==> src/pipw_pkg.sv <==
// Register map, field layout and constants of the picture-in-picture addressing block
package pipw_pkg;

	// ----------------------------------------------------------------
	// Register indices (byte address on APB is four times the index)
	// ----------------------------------------------------------------
	localparam logic [9:0] IDX_SUB_WINDOW_ENABLE_CTRL = 10'h071;
	localparam logic [9:0] IDX_ORIENT_CTRL = 10'h0A0;
	localparam logic [9:0] IDX_MAIN_START_ADDR_LOW = 10'h074;
	localparam logic [9:0] IDX_MAIN_START_ADDR_MID = 10'h075;
	localparam logic [9:0] IDX_MAIN_START_ADDR_HIGH = 10'h076;
	localparam logic [9:0] IDX_MAIN_LINE_OFFSET_LOW = 10'h078;
	localparam logic [9:0] IDX_MAIN_LINE_OFFSET_HIGH = 10'h079;
	localparam logic [9:0] IDX_OVERLAY_START_ADDR_LOW = 10'h07C;
	localparam logic [9:0] IDX_OVERLAY_START_ADDR_MID = 10'h07D;
	localparam logic [9:0] IDX_OVERLAY_START_ADDR_HIGH = 10'h07E;
	localparam logic [9:0] IDX_OVERLAY_LINE_OFFSET_LOW = 10'h080;
	localparam logic [9:0] IDX_OVERLAY_LINE_OFFSET_HIGH = 10'h081;
	localparam logic [9:0] IDX_OVERLAY_HSTART_LOW = 10'h084;
	localparam logic [9:0] IDX_OVERLAY_HSTART_HIGH = 10'h085;
	localparam logic [9:0] IDX_OVERLAY_VSTART_LOW = 10'h088;
	localparam logic [9:0] IDX_OVERLAY_VSTART_HIGH = 10'h089;
	localparam logic [9:0] IDX_OVERLAY_HEND_LOW = 10'h08C;
	localparam logic [9:0] IDX_OVERLAY_HEND_HIGH = 10'h08D;
	localparam logic [9:0] IDX_OVERLAY_VEND_LOW = 10'h090;
	localparam logic [9:0] IDX_OVERLAY_VEND_HIGH = 10'h091;

	// ----------------------------------------------------------------
	// Storage slots of the register array
	// ----------------------------------------------------------------
	localparam int NUM_SLOTS = 20;
	localparam logic [4:0] SL_CTRL = 5'h00;
	localparam logic [4:0] SL_ORIENT = 5'h01;
	localparam logic [4:0] SL_MSTART = 5'h02;
	localparam logic [4:0] SL_MOFF = 5'h05;
	localparam logic [4:0] SL_SSTART = 5'h07;
	localparam logic [4:0] SL_SOFF = 5'h0A;
	localparam logic [4:0] SL_HSTART = 5'h0C;
	localparam logic [4:0] SL_VSTART = 5'h0E;
	localparam logic [4:0] SL_HEND = 5'h10;
	localparam logic [4:0] SL_VEND = 5'h12;

	// ----------------------------------------------------------------
	// Fields and values
	// ----------------------------------------------------------------
	localparam int OVL_EN_BIT = 4;
	localparam int ROT90_BIT = 0;
	localparam logic [7:0] RESET_VAL = 8'h00;
	localparam logic [7:0] FULL_MASK = 8'hFF;
	localparam logic [7:0] POS_HI_MASK = 8'h03;
	localparam int APB_IDX_LSB = 2;
	localparam int APB_IDX_MSB = 11;
	localparam logic [1:0] BYTE_LANE_PAD = 2'h0;
	localparam logic [23:0] DATA_PAD = 24'h000000;

endpackage

==> src/pipw_addr.sv <==
// Picture-in-picture address generator with APB register bank
module pipw_addr #(
	parameter int POS_W = 10,
	parameter int ADDR_W = 24,
	parameter int OFF_W = 16
) (
	input wire logic i_clk,
	input wire logic i_reset,
	input wire logic i_psel,
	input wire logic i_penable,
	input wire logic i_pwrite,
	input wire logic [31:0] i_paddr,
	input wire logic [31:0] i_pwdata,
	input wire logic [3:0] i_pstrb,
	output logic [31:0] o_prdata,
	output logic o_pready,
	output logic o_pslverr,
	input wire logic i_fetch_valid,
	input wire logic [POS_W-1:0] i_pos_word,
	input wire logic [POS_W-1:0] i_pos_line,
	output logic o_fetch_valid,
	output logic [ADDR_W-1:0] o_word_addr,
	output logic [ADDR_W+1:0] o_byte_addr,
	output logic o_overlay_sel,
	output logic o_rotated
);

	// ----------------------------------------------------------------
	// Helper functions
	// ----------------------------------------------------------------
	// Maps a register index to {hit, slot}
	function automatic logic [5:0] slot_of(input logic [9:0] idx);
		logic [5:0] r;
		r = 6'h00;
		case (idx)
			pipw_pkg::IDX_SUB_WINDOW_ENABLE_CTRL: r = {1'b1, pipw_pkg::SL_CTRL};
			pipw_pkg::IDX_ORIENT_CTRL: r = {1'b1, pipw_pkg::SL_ORIENT};
			pipw_pkg::IDX_MAIN_START_ADDR_LOW: r = {1'b1, pipw_pkg::SL_MSTART};
			pipw_pkg::IDX_MAIN_START_ADDR_MID: r = {1'b1, 5'(pipw_pkg::SL_MSTART + 5'h01)};
			pipw_pkg::IDX_MAIN_START_ADDR_HIGH: r = {1'b1, 5'(pipw_pkg::SL_MSTART + 5'h02)};
			pipw_pkg::IDX_MAIN_LINE_OFFSET_LOW: r = {1'b1, pipw_pkg::SL_MOFF};
			pipw_pkg::IDX_MAIN_LINE_OFFSET_HIGH: r = {1'b1, 5'(pipw_pkg::SL_MOFF + 5'h01)};
			pipw_pkg::IDX_OVERLAY_START_ADDR_LOW: r = {1'b1, pipw_pkg::SL_SSTART};
			pipw_pkg::IDX_OVERLAY_START_ADDR_MID: r = {1'b1, 5'(pipw_pkg::SL_SSTART + 5'h01)};
			pipw_pkg::IDX_OVERLAY_START_ADDR_HIGH: r = {1'b1, 5'(pipw_pkg::SL_SSTART + 5'h02)};
			pipw_pkg::IDX_OVERLAY_LINE_OFFSET_LOW: r = {1'b1, pipw_pkg::SL_SOFF};
			pipw_pkg::IDX_OVERLAY_LINE_OFFSET_HIGH: r = {1'b1, 5'(pipw_pkg::SL_SOFF + 5'h01)};
			pipw_pkg::IDX_OVERLAY_HSTART_LOW: r = {1'b1, pipw_pkg::SL_HSTART};
			pipw_pkg::IDX_OVERLAY_HSTART_HIGH: r = {1'b1, 5'(pipw_pkg::SL_HSTART + 5'h01)};
			pipw_pkg::IDX_OVERLAY_VSTART_LOW: r = {1'b1, pipw_pkg::SL_VSTART};
			pipw_pkg::IDX_OVERLAY_VSTART_HIGH: r = {1'b1, 5'(pipw_pkg::SL_VSTART + 5'h01)};
			pipw_pkg::IDX_OVERLAY_HEND_LOW: r = {1'b1, pipw_pkg::SL_HEND};
			pipw_pkg::IDX_OVERLAY_HEND_HIGH: r = {1'b1, 5'(pipw_pkg::SL_HEND + 5'h01)};
			pipw_pkg::IDX_OVERLAY_VEND_LOW: r = {1'b1, pipw_pkg::SL_VEND};
			pipw_pkg::IDX_OVERLAY_VEND_HIGH: r = {1'b1, 5'(pipw_pkg::SL_VEND + 5'h01)};
			default: r = 6'h00;
		endcase
		return r;
	endfunction

	// Upper bytes of position values keep only two bits
	function automatic logic [7:0] mask_of(input logic [4:0] slot);
		logic [7:0] m;
		m = pipw_pkg::FULL_MASK;
		case (slot)
			5'(pipw_pkg::SL_HSTART + 5'h01): m = pipw_pkg::POS_HI_MASK;
			5'(pipw_pkg::SL_VSTART + 5'h01): m = pipw_pkg::POS_HI_MASK;
			5'(pipw_pkg::SL_HEND + 5'h01): m = pipw_pkg::POS_HI_MASK;
			5'(pipw_pkg::SL_VEND + 5'h01): m = pipw_pkg::POS_HI_MASK;
			default: m = pipw_pkg::FULL_MASK;
		endcase
		return m;
	endfunction

	function automatic logic in_range(
		input logic [POS_W-1:0] v,
		input logic [POS_W-1:0] lo,
		input logic [POS_W-1:0] hi
	);
		return (v >= lo) && (v <= hi);
	endfunction

	// Word address of a pixel: base plus whole lines, then along the line.
	// Rotated images are stored from the far end of each line backwards.
	function automatic logic [ADDR_W-1:0] addr_of(
		input logic [ADDR_W-1:0] base,
		input logic [POS_W-1:0] line,
		input logic [OFF_W-1:0] off,
		input logic [POS_W-1:0] word,
		input logic rot
	);
		logic [POS_W+OFF_W-1:0] prod;
		logic [ADDR_W-1:0] a;
		prod = line * off;
		a = ADDR_W'(base + ADDR_W'(prod));
		if (rot) begin
			a = ADDR_W'(a - ADDR_W'(word));
		end else begin
			a = ADDR_W'(a + ADDR_W'(word));
		end
		return a;
	endfunction

	// ----------------------------------------------------------------
	// Register bank
	// ----------------------------------------------------------------
	logic [7:0] regs_q [pipw_pkg::NUM_SLOTS];
	logic [31:0] prdata_q;
	logic pready_q;
	logic pslverr_q;

	wire [9:0] bus_idx = i_paddr[pipw_pkg::APB_IDX_MSB:pipw_pkg::APB_IDX_LSB];
	wire [5:0] bus_hit = slot_of(bus_idx);
	wire bus_mapped = bus_hit[5] && (i_paddr[1:0] == pipw_pkg::BYTE_LANE_PAD) &&
		(i_paddr[31:12] == 20'h00000);
	wire [4:0] bus_slot = bus_hit[4:0];
	wire bus_setup = i_psel && !i_penable;
	wire bus_commit = i_psel && i_penable && pready_q;
	wire bus_wr = bus_commit && i_pwrite && bus_mapped && i_pstrb[0];
	wire [7:0] bus_rbyte = bus_mapped ? (regs_q[bus_slot] & mask_of(bus_slot)) : pipw_pkg::RESET_VAL;

	// Answer comes in the first access cycle; data captured during setup
	always_ff @(posedge i_clk) begin
		if (i_reset) begin
			pready_q <= 1'b0;
			pslverr_q <= 1'b0;
			prdata_q <= 32'h00000000;
		end else begin
			pready_q <= bus_setup;
			if (bus_setup) begin
				pslverr_q <= !bus_mapped;
				prdata_q <= {pipw_pkg::DATA_PAD, bus_rbyte};
			end else if (bus_commit) begin
				pslverr_q <= 1'b0;
			end
		end
	end

	always_ff @(posedge i_clk) begin
		if (i_reset) begin
			for (int k = 0; k < pipw_pkg::NUM_SLOTS; k++) begin
				regs_q[k] <= pipw_pkg::RESET_VAL;
			end
		end else if (bus_wr) begin
			regs_q[bus_slot] <= i_pwdata[7:0] & mask_of(bus_slot);
		end
	end

	assign o_prdata = prdata_q;
	assign o_pready = pready_q;
	assign o_pslverr = pslverr_q;

	// ----------------------------------------------------------------
	// Assembled register values
	// ----------------------------------------------------------------
	wire ovl_en = regs_q[pipw_pkg::SL_CTRL][pipw_pkg::OVL_EN_BIT];
	wire rot90 = regs_q[pipw_pkg::SL_ORIENT][pipw_pkg::ROT90_BIT];
	wire [ADDR_W-1:0] main_start = ADDR_W'({regs_q[pipw_pkg::SL_MSTART + 2],
		regs_q[pipw_pkg::SL_MSTART + 1], regs_q[pipw_pkg::SL_MSTART]});
	wire [ADDR_W-1:0] ovl_start = ADDR_W'({regs_q[pipw_pkg::SL_SSTART + 2],
		regs_q[pipw_pkg::SL_SSTART + 1], regs_q[pipw_pkg::SL_SSTART]});
	wire [OFF_W-1:0] main_off = OFF_W'({regs_q[pipw_pkg::SL_MOFF + 1],
		regs_q[pipw_pkg::SL_MOFF]});
	wire [OFF_W-1:0] ovl_off = OFF_W'({regs_q[pipw_pkg::SL_SOFF + 1],
		regs_q[pipw_pkg::SL_SOFF]});
	wire [POS_W-1:0] hstart = POS_W'({regs_q[pipw_pkg::SL_HSTART + 1][1:0],
		regs_q[pipw_pkg::SL_HSTART]});
	wire [POS_W-1:0] vstart = POS_W'({regs_q[pipw_pkg::SL_VSTART + 1][1:0],
		regs_q[pipw_pkg::SL_VSTART]});
	wire [POS_W-1:0] hend = POS_W'({regs_q[pipw_pkg::SL_HEND + 1][1:0],
		regs_q[pipw_pkg::SL_HEND]});
	wire [POS_W-1:0] vend = POS_W'({regs_q[pipw_pkg::SL_VEND + 1][1:0],
		regs_q[pipw_pkg::SL_VEND]});

	// ----------------------------------------------------------------
	// Overlay hit test
	// ----------------------------------------------------------------
	// End registers hold last position, so the bound is inclusive
	wire hit_unrot = in_range(i_pos_word, hstart, hend) &&
		in_range(i_pos_line, vstart, vend);
	wire hit_rot = in_range(i_pos_line, hstart, hend) &&
		in_range(i_pos_word, vstart, vend);
	wire ovl_hit = ovl_en && (rot90 ? hit_rot : hit_unrot);

	// Position relative to the overlay origin
	wire [POS_W-1:0] rel_line = rot90 ? POS_W'(i_pos_line - hstart) : POS_W'(i_pos_line - vstart);
	wire [POS_W-1:0] rel_word = rot90 ? POS_W'(i_pos_word - vstart) : POS_W'(i_pos_word - hstart);

	wire [ADDR_W-1:0] main_addr = addr_of(main_start, i_pos_line, main_off, i_pos_word, rot90);
	wire [ADDR_W-1:0] ovl_addr = addr_of(ovl_start, rel_line, ovl_off, rel_word, rot90);
	wire [ADDR_W-1:0] sel_addr = ovl_hit ? ovl_addr : main_addr;

	// ----------------------------------------------------------------
	// Fetch output stage
	// ----------------------------------------------------------------
	logic fetch_valid_q;
	logic [ADDR_W-1:0] word_addr_q;
	logic overlay_sel_q;
	logic rotated_q;

	always_ff @(posedge i_clk) begin
		if (i_reset) begin
			fetch_valid_q <= 1'b0;
			word_addr_q <= '0;
			overlay_sel_q <= 1'b0;
			rotated_q <= 1'b0;
		end else begin
			fetch_valid_q <= i_fetch_valid;
			rotated_q <= rot90;
			if (i_fetch_valid) begin
				word_addr_q <= sel_addr;
				overlay_sel_q <= ovl_hit;
			end
		end
	end

	assign o_fetch_valid = fetch_valid_q;
	assign o_word_addr = word_addr_q;
	assign o_byte_addr = {word_addr_q, pipw_pkg::BYTE_LANE_PAD};
	assign o_overlay_sel = overlay_sel_q;
	assign o_rotated = rotated_q;

endmodule

==> config.mk <==
export PLATFORM = sky130hd
export DESIGN_NAME = pipw_addr
export DESIGN_NICKNAME = d
export VERILOG_FILES = /design/src/pipw_pkg.sv /design/src/pipw_addr.sv
export SDC_FILE = /design/constraint.sdc
export NUM_CORES = 2
export LEC_CHECK = 0
export ABC_AREA = 1
export BUFFER_PORTS_ARGS = -buffer_cell sky130_fd_sc_hd__buf_4
export CORE_MARGIN = 1
export CORE_UTILIZATION = 53
export DETAILED_ROUTE_END_ITERATION = 10
export HOLD_SLACK_MARGIN = 0.06
export PLACE_DENSITY = 0.73
export REMOVE_ABC_BUFFERS = 1
export SYNTH_ARGS = -nofsm -noshare
export SYNTH_HDL_FRONTEND = slang
export SYNTH_SLANG_ARGS = --single-unit
==> constraint.sdc <==
create_clock -name i_clk -period 15.3 [get_ports i_clk]
set_clock_uncertainty 0.15 [all_clocks]
set_input_delay 2.295 -clock i_clk [delete_from_list [all_inputs] [get_ports i_clk]]
set_output_delay 2.295 -clock i_clk [all_outputs]
set_load 0.005 [all_outputs]
# Word level (Yosys, flattened, before mapping)
# Memory sizes are Yosys's and may differ from the RTL's.
# Cells that the tools add are included.
# W data, S select, Z words.
# word_totals
mem_bits_rw,160
output_inout_bits,87
input_bits,94
memories,1
register_bits,37
# classes
n_lt_le_gt_ge,8
n_mux,21
bitwise_logic,2
n_eq_ne,24
n_mul,2
reduce_logical,22
add_sub_neg,10
# mem_list
memory,depth,width,rd,rd_ports_with_merged_regs,wr,line,rtl
regs_q,20,8,21,0,20,pipw_addr.sv:107,logic [7:0] regs_q [pipw_pkg::NUM_SLOTS];
# ops
op,count
$pmux W6 S20,1
$eq A10 B8 Y1 const B,11
$eq A10 B7 Y1 const B,9
$mux W24,3
$add A24 B10 Y24,2
$add A24 B24 Y24,2
$mul A10 B16 Y24,2
$sub A24 B10 Y24,2
$ge A10 B10 Y1,4
$le A10 B10 Y1,4
$mux W8,5
$sub A10 B10 Y10,4
$logic_not A20 Y1,1
$mux W10,2
$and A8 B8 Y8,2
$logic_and A1 B1 Y1,15
$eq A5 B4 Y1 const B,2
$eq A5 B5 Y1 const B,2
$mux W1,9
$reduce_or A8 Y1,1
$mux W5,1
$reduce_or A4 Y1,1
$logic_not A1 Y1,2
$logic_not A2 Y1,1
$reduce_bool A2 Y1,1

# Depth between registers and ports, before layout
# depth
ltp_word,11
depth_mapped,52

# Worst setup path after synthesis
# No wires, ideal clock.
# synth_path
path_kind,input port to flip-flop
start,input port i_pos_line[0]
end,"register word_addr_q[23], in the netlist o_word_addr[23]"
setup_ps,109
stages,46
path_slack_ps,5395
arrival_time_ps,9647
cell_sequence,clkbuf_1 > clkbuf_1 > inv_1 > ha_1 > inv_1 > fa_1 > or2_2 > o21ai_0 > inv_1 > clkbuf_1 > nand2_1 > fa_1 > inv_1 > fa_1 > fa_1 > fa_1 > fa_1 > ha_1 > (+10 left out) > nand2_1 > nand2_1 > xor2_1 > ha_1 > nand2_1 > nor2_1 > nand2_1 > or2_2 > nand3_1 > inv_1 > nand2_1 > nand2_1 > inv_1 > nand2_1 > nand3_1 > nand3_1 > nand2_1 > inv_1
# synth_via
elab_chain_len,7
elab_cells_between_ends,24
# synth_lines
item,line,rtl
"start, declared",pipw_addr.sv:20,"input wire logic [POS_W-1:0] i_pos_line,"
$sub A10 B10 Y10,pipw_addr.sv:186,wire [POS_W-1:0] rel_line = rot90 ? POS_W'(i_pos_line - hstart) : POS_W'(i_pos_line - vstart);
$mux W10,pipw_addr.sv:186,
$mul A10 B16 Y24,pipw_addr.sv:94,prod = line * off;
$add A24 B24 Y24,pipw_addr.sv:95,a = ADDR_W'(base + ADDR_W'(prod));
$add A24 B10 Y24 / $sub A24 B10 Y24 (equally long branches),"pipw_addr.sv:99, pipw_addr.sv:97",
$mux W24,pipw_addr.sv:96,if (rot) begin
$mux W24 *,pipw_addr.sv:191,wire [ADDR_W-1:0] sel_addr = ovl_hit ? ovl_addr : main_addr;
"end signal, assigned",pipw_addr.sv:211,word_addr_q <= sel_addr;
"end, declared",pipw_addr.sv:197,logic [ADDR_W-1:0] word_addr_q;
# Every way passes the cells marked *; elsewhere a longest branch is shown, timed or not.
# A chain may end at the register's enable or synchronous reset.

# Worst setup path after layout
# Ends and elaborated chain as after synthesis.

==> results.yml <==
run_status:
  outcome: "completed"
timing:
  maxSlewViolCount: 0
  clock.fmax_mhz: 94.5
  period_share: 0.692
  worstMarginPinSlew_ps: 1100
  setup_tns_ps: 0
  setup_viol: 0
  whs_ps: 321
  period_minus_slack_ps: 10590
  rsz0062_at_grt: "no"
  hold_violations: 0
  relSlewSlack: 0.267
routing:
  via_per_inst: 5.44
  wirelength_microns: 75800
  first_pass_iters: 7
  vias: 22800
  routedWlPerCell_microns: 18.1
  drt_iter0_drc: 2074
  antenna_left: 0
  drc: 0
logic_synthesis:
  synth_warnings: 0
  yosys-top-cells-area: "fa_1 21%, edfxtp_1 18%, nand2_1 12%"
  syn_avg_cell_area_sq_um: 7.56
  netlist_area_sq_um: 26200
  yosysTopAreaCell: "fa_1"
  synth-seq-area-share: 0.212
  synth_seq_cells: 197
  synth_cell_types: 50
  synth_top_area_frac: 0.206
  synthCells: 3463
worst_setup_path:
  reg2reg_depth: 45
  slowest_stage: "fa_1"
  start_kind: "input port"
  cp.arrival_ps: 10820
  cp_max_fo: 17
  critical_path.most_common_cell: "nand2_1"
  critPathMaxStageDelay_ps: 560
  worstSetupEndpointType: "register"
  worst_ep_required_time_ps: 15530
  crit_type: "input port to register"
cts:
  clk_pin_slew_ps: 80
  htreeDepth: 4
  cts_resized: 0
  tritoncts: "built"
  cts_max_path_buffers: 2
  hold_buffers: 0
  numCtsBuffers: 17
  cts_sinks: 197
  root_buffer: "clkbuf_16"
  cts_setup_buffers: 0
  clk-insertion-delay-late_ps: 490
pwr:
  p_leak_nw: 14.4
  power_mw: 3.69
  p_per_area_nw_per_um2: 132
  ir_worst_vdd_v: 0.000131
grt:
  grt_overflow: 0
  grt_pass1_wl_microns: 118000
  grt_max_degree: 39
  gr-usage-all-layers: 0.307
  grt_pass1_vias: 21800
  grt_antenna_before_repair: 1
layout:
  mostFrequentLayoutCell: "nand2_1"
  area_delta_synth_final_pct: 6.95
  drive_above_1_share: 0.0551
  final_nets: 4107
  layout_common_cells: "848 x nand2_1, 639 x inv_1, 380 x nor2_1, 270 x fa_1, 232 x ha_1"
  antenna_cells: 0
  layout.cells.non_filler: 4188
  stdcell_area_sq_um: 28000
worst_hold_path:
  min_path_cells: 2
  holdCritPathClass: "register to register"
floorplan:
  ios: 181
  core_area_sq_um: 48800
  rows: 81
  die_x_microns: 224
  die_y_microns: 224
  die_area_sq_um: 50300
  initial_core_util: 0.536
placed_design:
  place.gp.congestion: 0.973
  dp_hpwl_microns: 60100
  port_buffers: 127
  placedInstanceArea_sq_um: 27400
  dp_cells: 4156
run:
  maxCapViolCount: 0
==> logic make-up after synthesis <==
group	synth area share
simple gates	0.226
buf+inv	0.124
fa+ha+maj	0.317
compound gates	0.0859
flops	0.212
xor+xnor	0.0351
other cells	0.000143
==> metal layers <==
metal | wire length [microns] | up-vias | share of wire | track usage
met4 | 2650 | 0 | 0.035 | 0.110
met1 | 32300 | 10700 | 0.43 | 0.428
met3 | 7870 | 130 | 0.10 | 0.0581
met5 | 0 | - | 0 | 0
li1 | - | 10800 | - | -
met2 | 33000 | 1151 | 0.43 | 0.479
==> final timing paths <==
check	startpoint	endpoint	slack, ps
min	o_prdata[4]	o_prdata[4]	320
max reg2reg	regs_q[12][4]	o_word_addr[23]	6350
max	i_pos_line[0]	o_word_addr[23]	4710
min reg2reg	o_prdata[4]	o_prdata[4]	320
==> through the flow <==
| stage | util | setup slack [ps] |
|---|---|---|
| finish | 0.573 | 4710 |
| global placement | 0.561 | 4340 |
| global route | 0.573 | 4120 |
| CTS | 0.573 | 4850 |
| detailed placement | 0.561 | 4400 |
| floorplan | - | 5810 |
==> layout make-up <==
type | count | area [sq um]
Sequential cell | 197 | 5550
Inverter | 649 | 2440
Fill cell | 4579 | 20800
Timing Repair Buffer | 133 | 998
Multi-Input combinational cell | 2513 | 17600
Clock buffer | 18 | 439
Tap cell | 664 | 831
Clock inverter | 14 | 188
==> cells in the mapped netlist (all sizes together) <==
cell and number:
o2111ai 3, nor2 385, o21bai 14, o21ai 117, inv 646, o221ai 1
a21boi 3, nand4 41, or2 4, edfxtp 160, fa 270, o31ai 7
a21oi 187, o22a 11, o22ai 5, dfxtp 37, ha 232, nor3 36
nand3b 9, o211ai 15, clkbuf 68, nor4 10, clkinv 3, a22oi 2
nand2 858, buf 85, xor2 69, nor3b 1, a21o 14, xnor2 36
a221oi 4, conb 1, o21a 1, and2 1, nand3 110, a211oi 4
a31oi 13
==> state kept, by name, indices dropped and copies added (netlist names) <==
signal	count
o_word_addr	24
o_prdata	8
o_overlay_sel	1
o_pready	1
o_pslverr	1
o_fetch_valid	1
regs_q	160
o_rotated	1
==> worst max-delay path: cells and delay by family <==
| kind | cells | cell delay (ps) |
|---|---|---|
| buffers and inverters | 9 | 1110 |
| AOI/OAI and AO/OA | 5 | 1170 |
| xor gates and xnor gates | 1 | 220 |
| adders and majority gates | 9 | 3850 |
| and+or+nand+nor | 19 | 2140 |
==> power by group <==
part,internal (mW),switching [mW],leakage (nW)
sequential,0.613,0.0314,2.00
clock,0.253,0.237,0.305
combinational,0.956,1.60,12.1
total,1.82,1.87,14.4
Power figures use the tool's default switching activity.
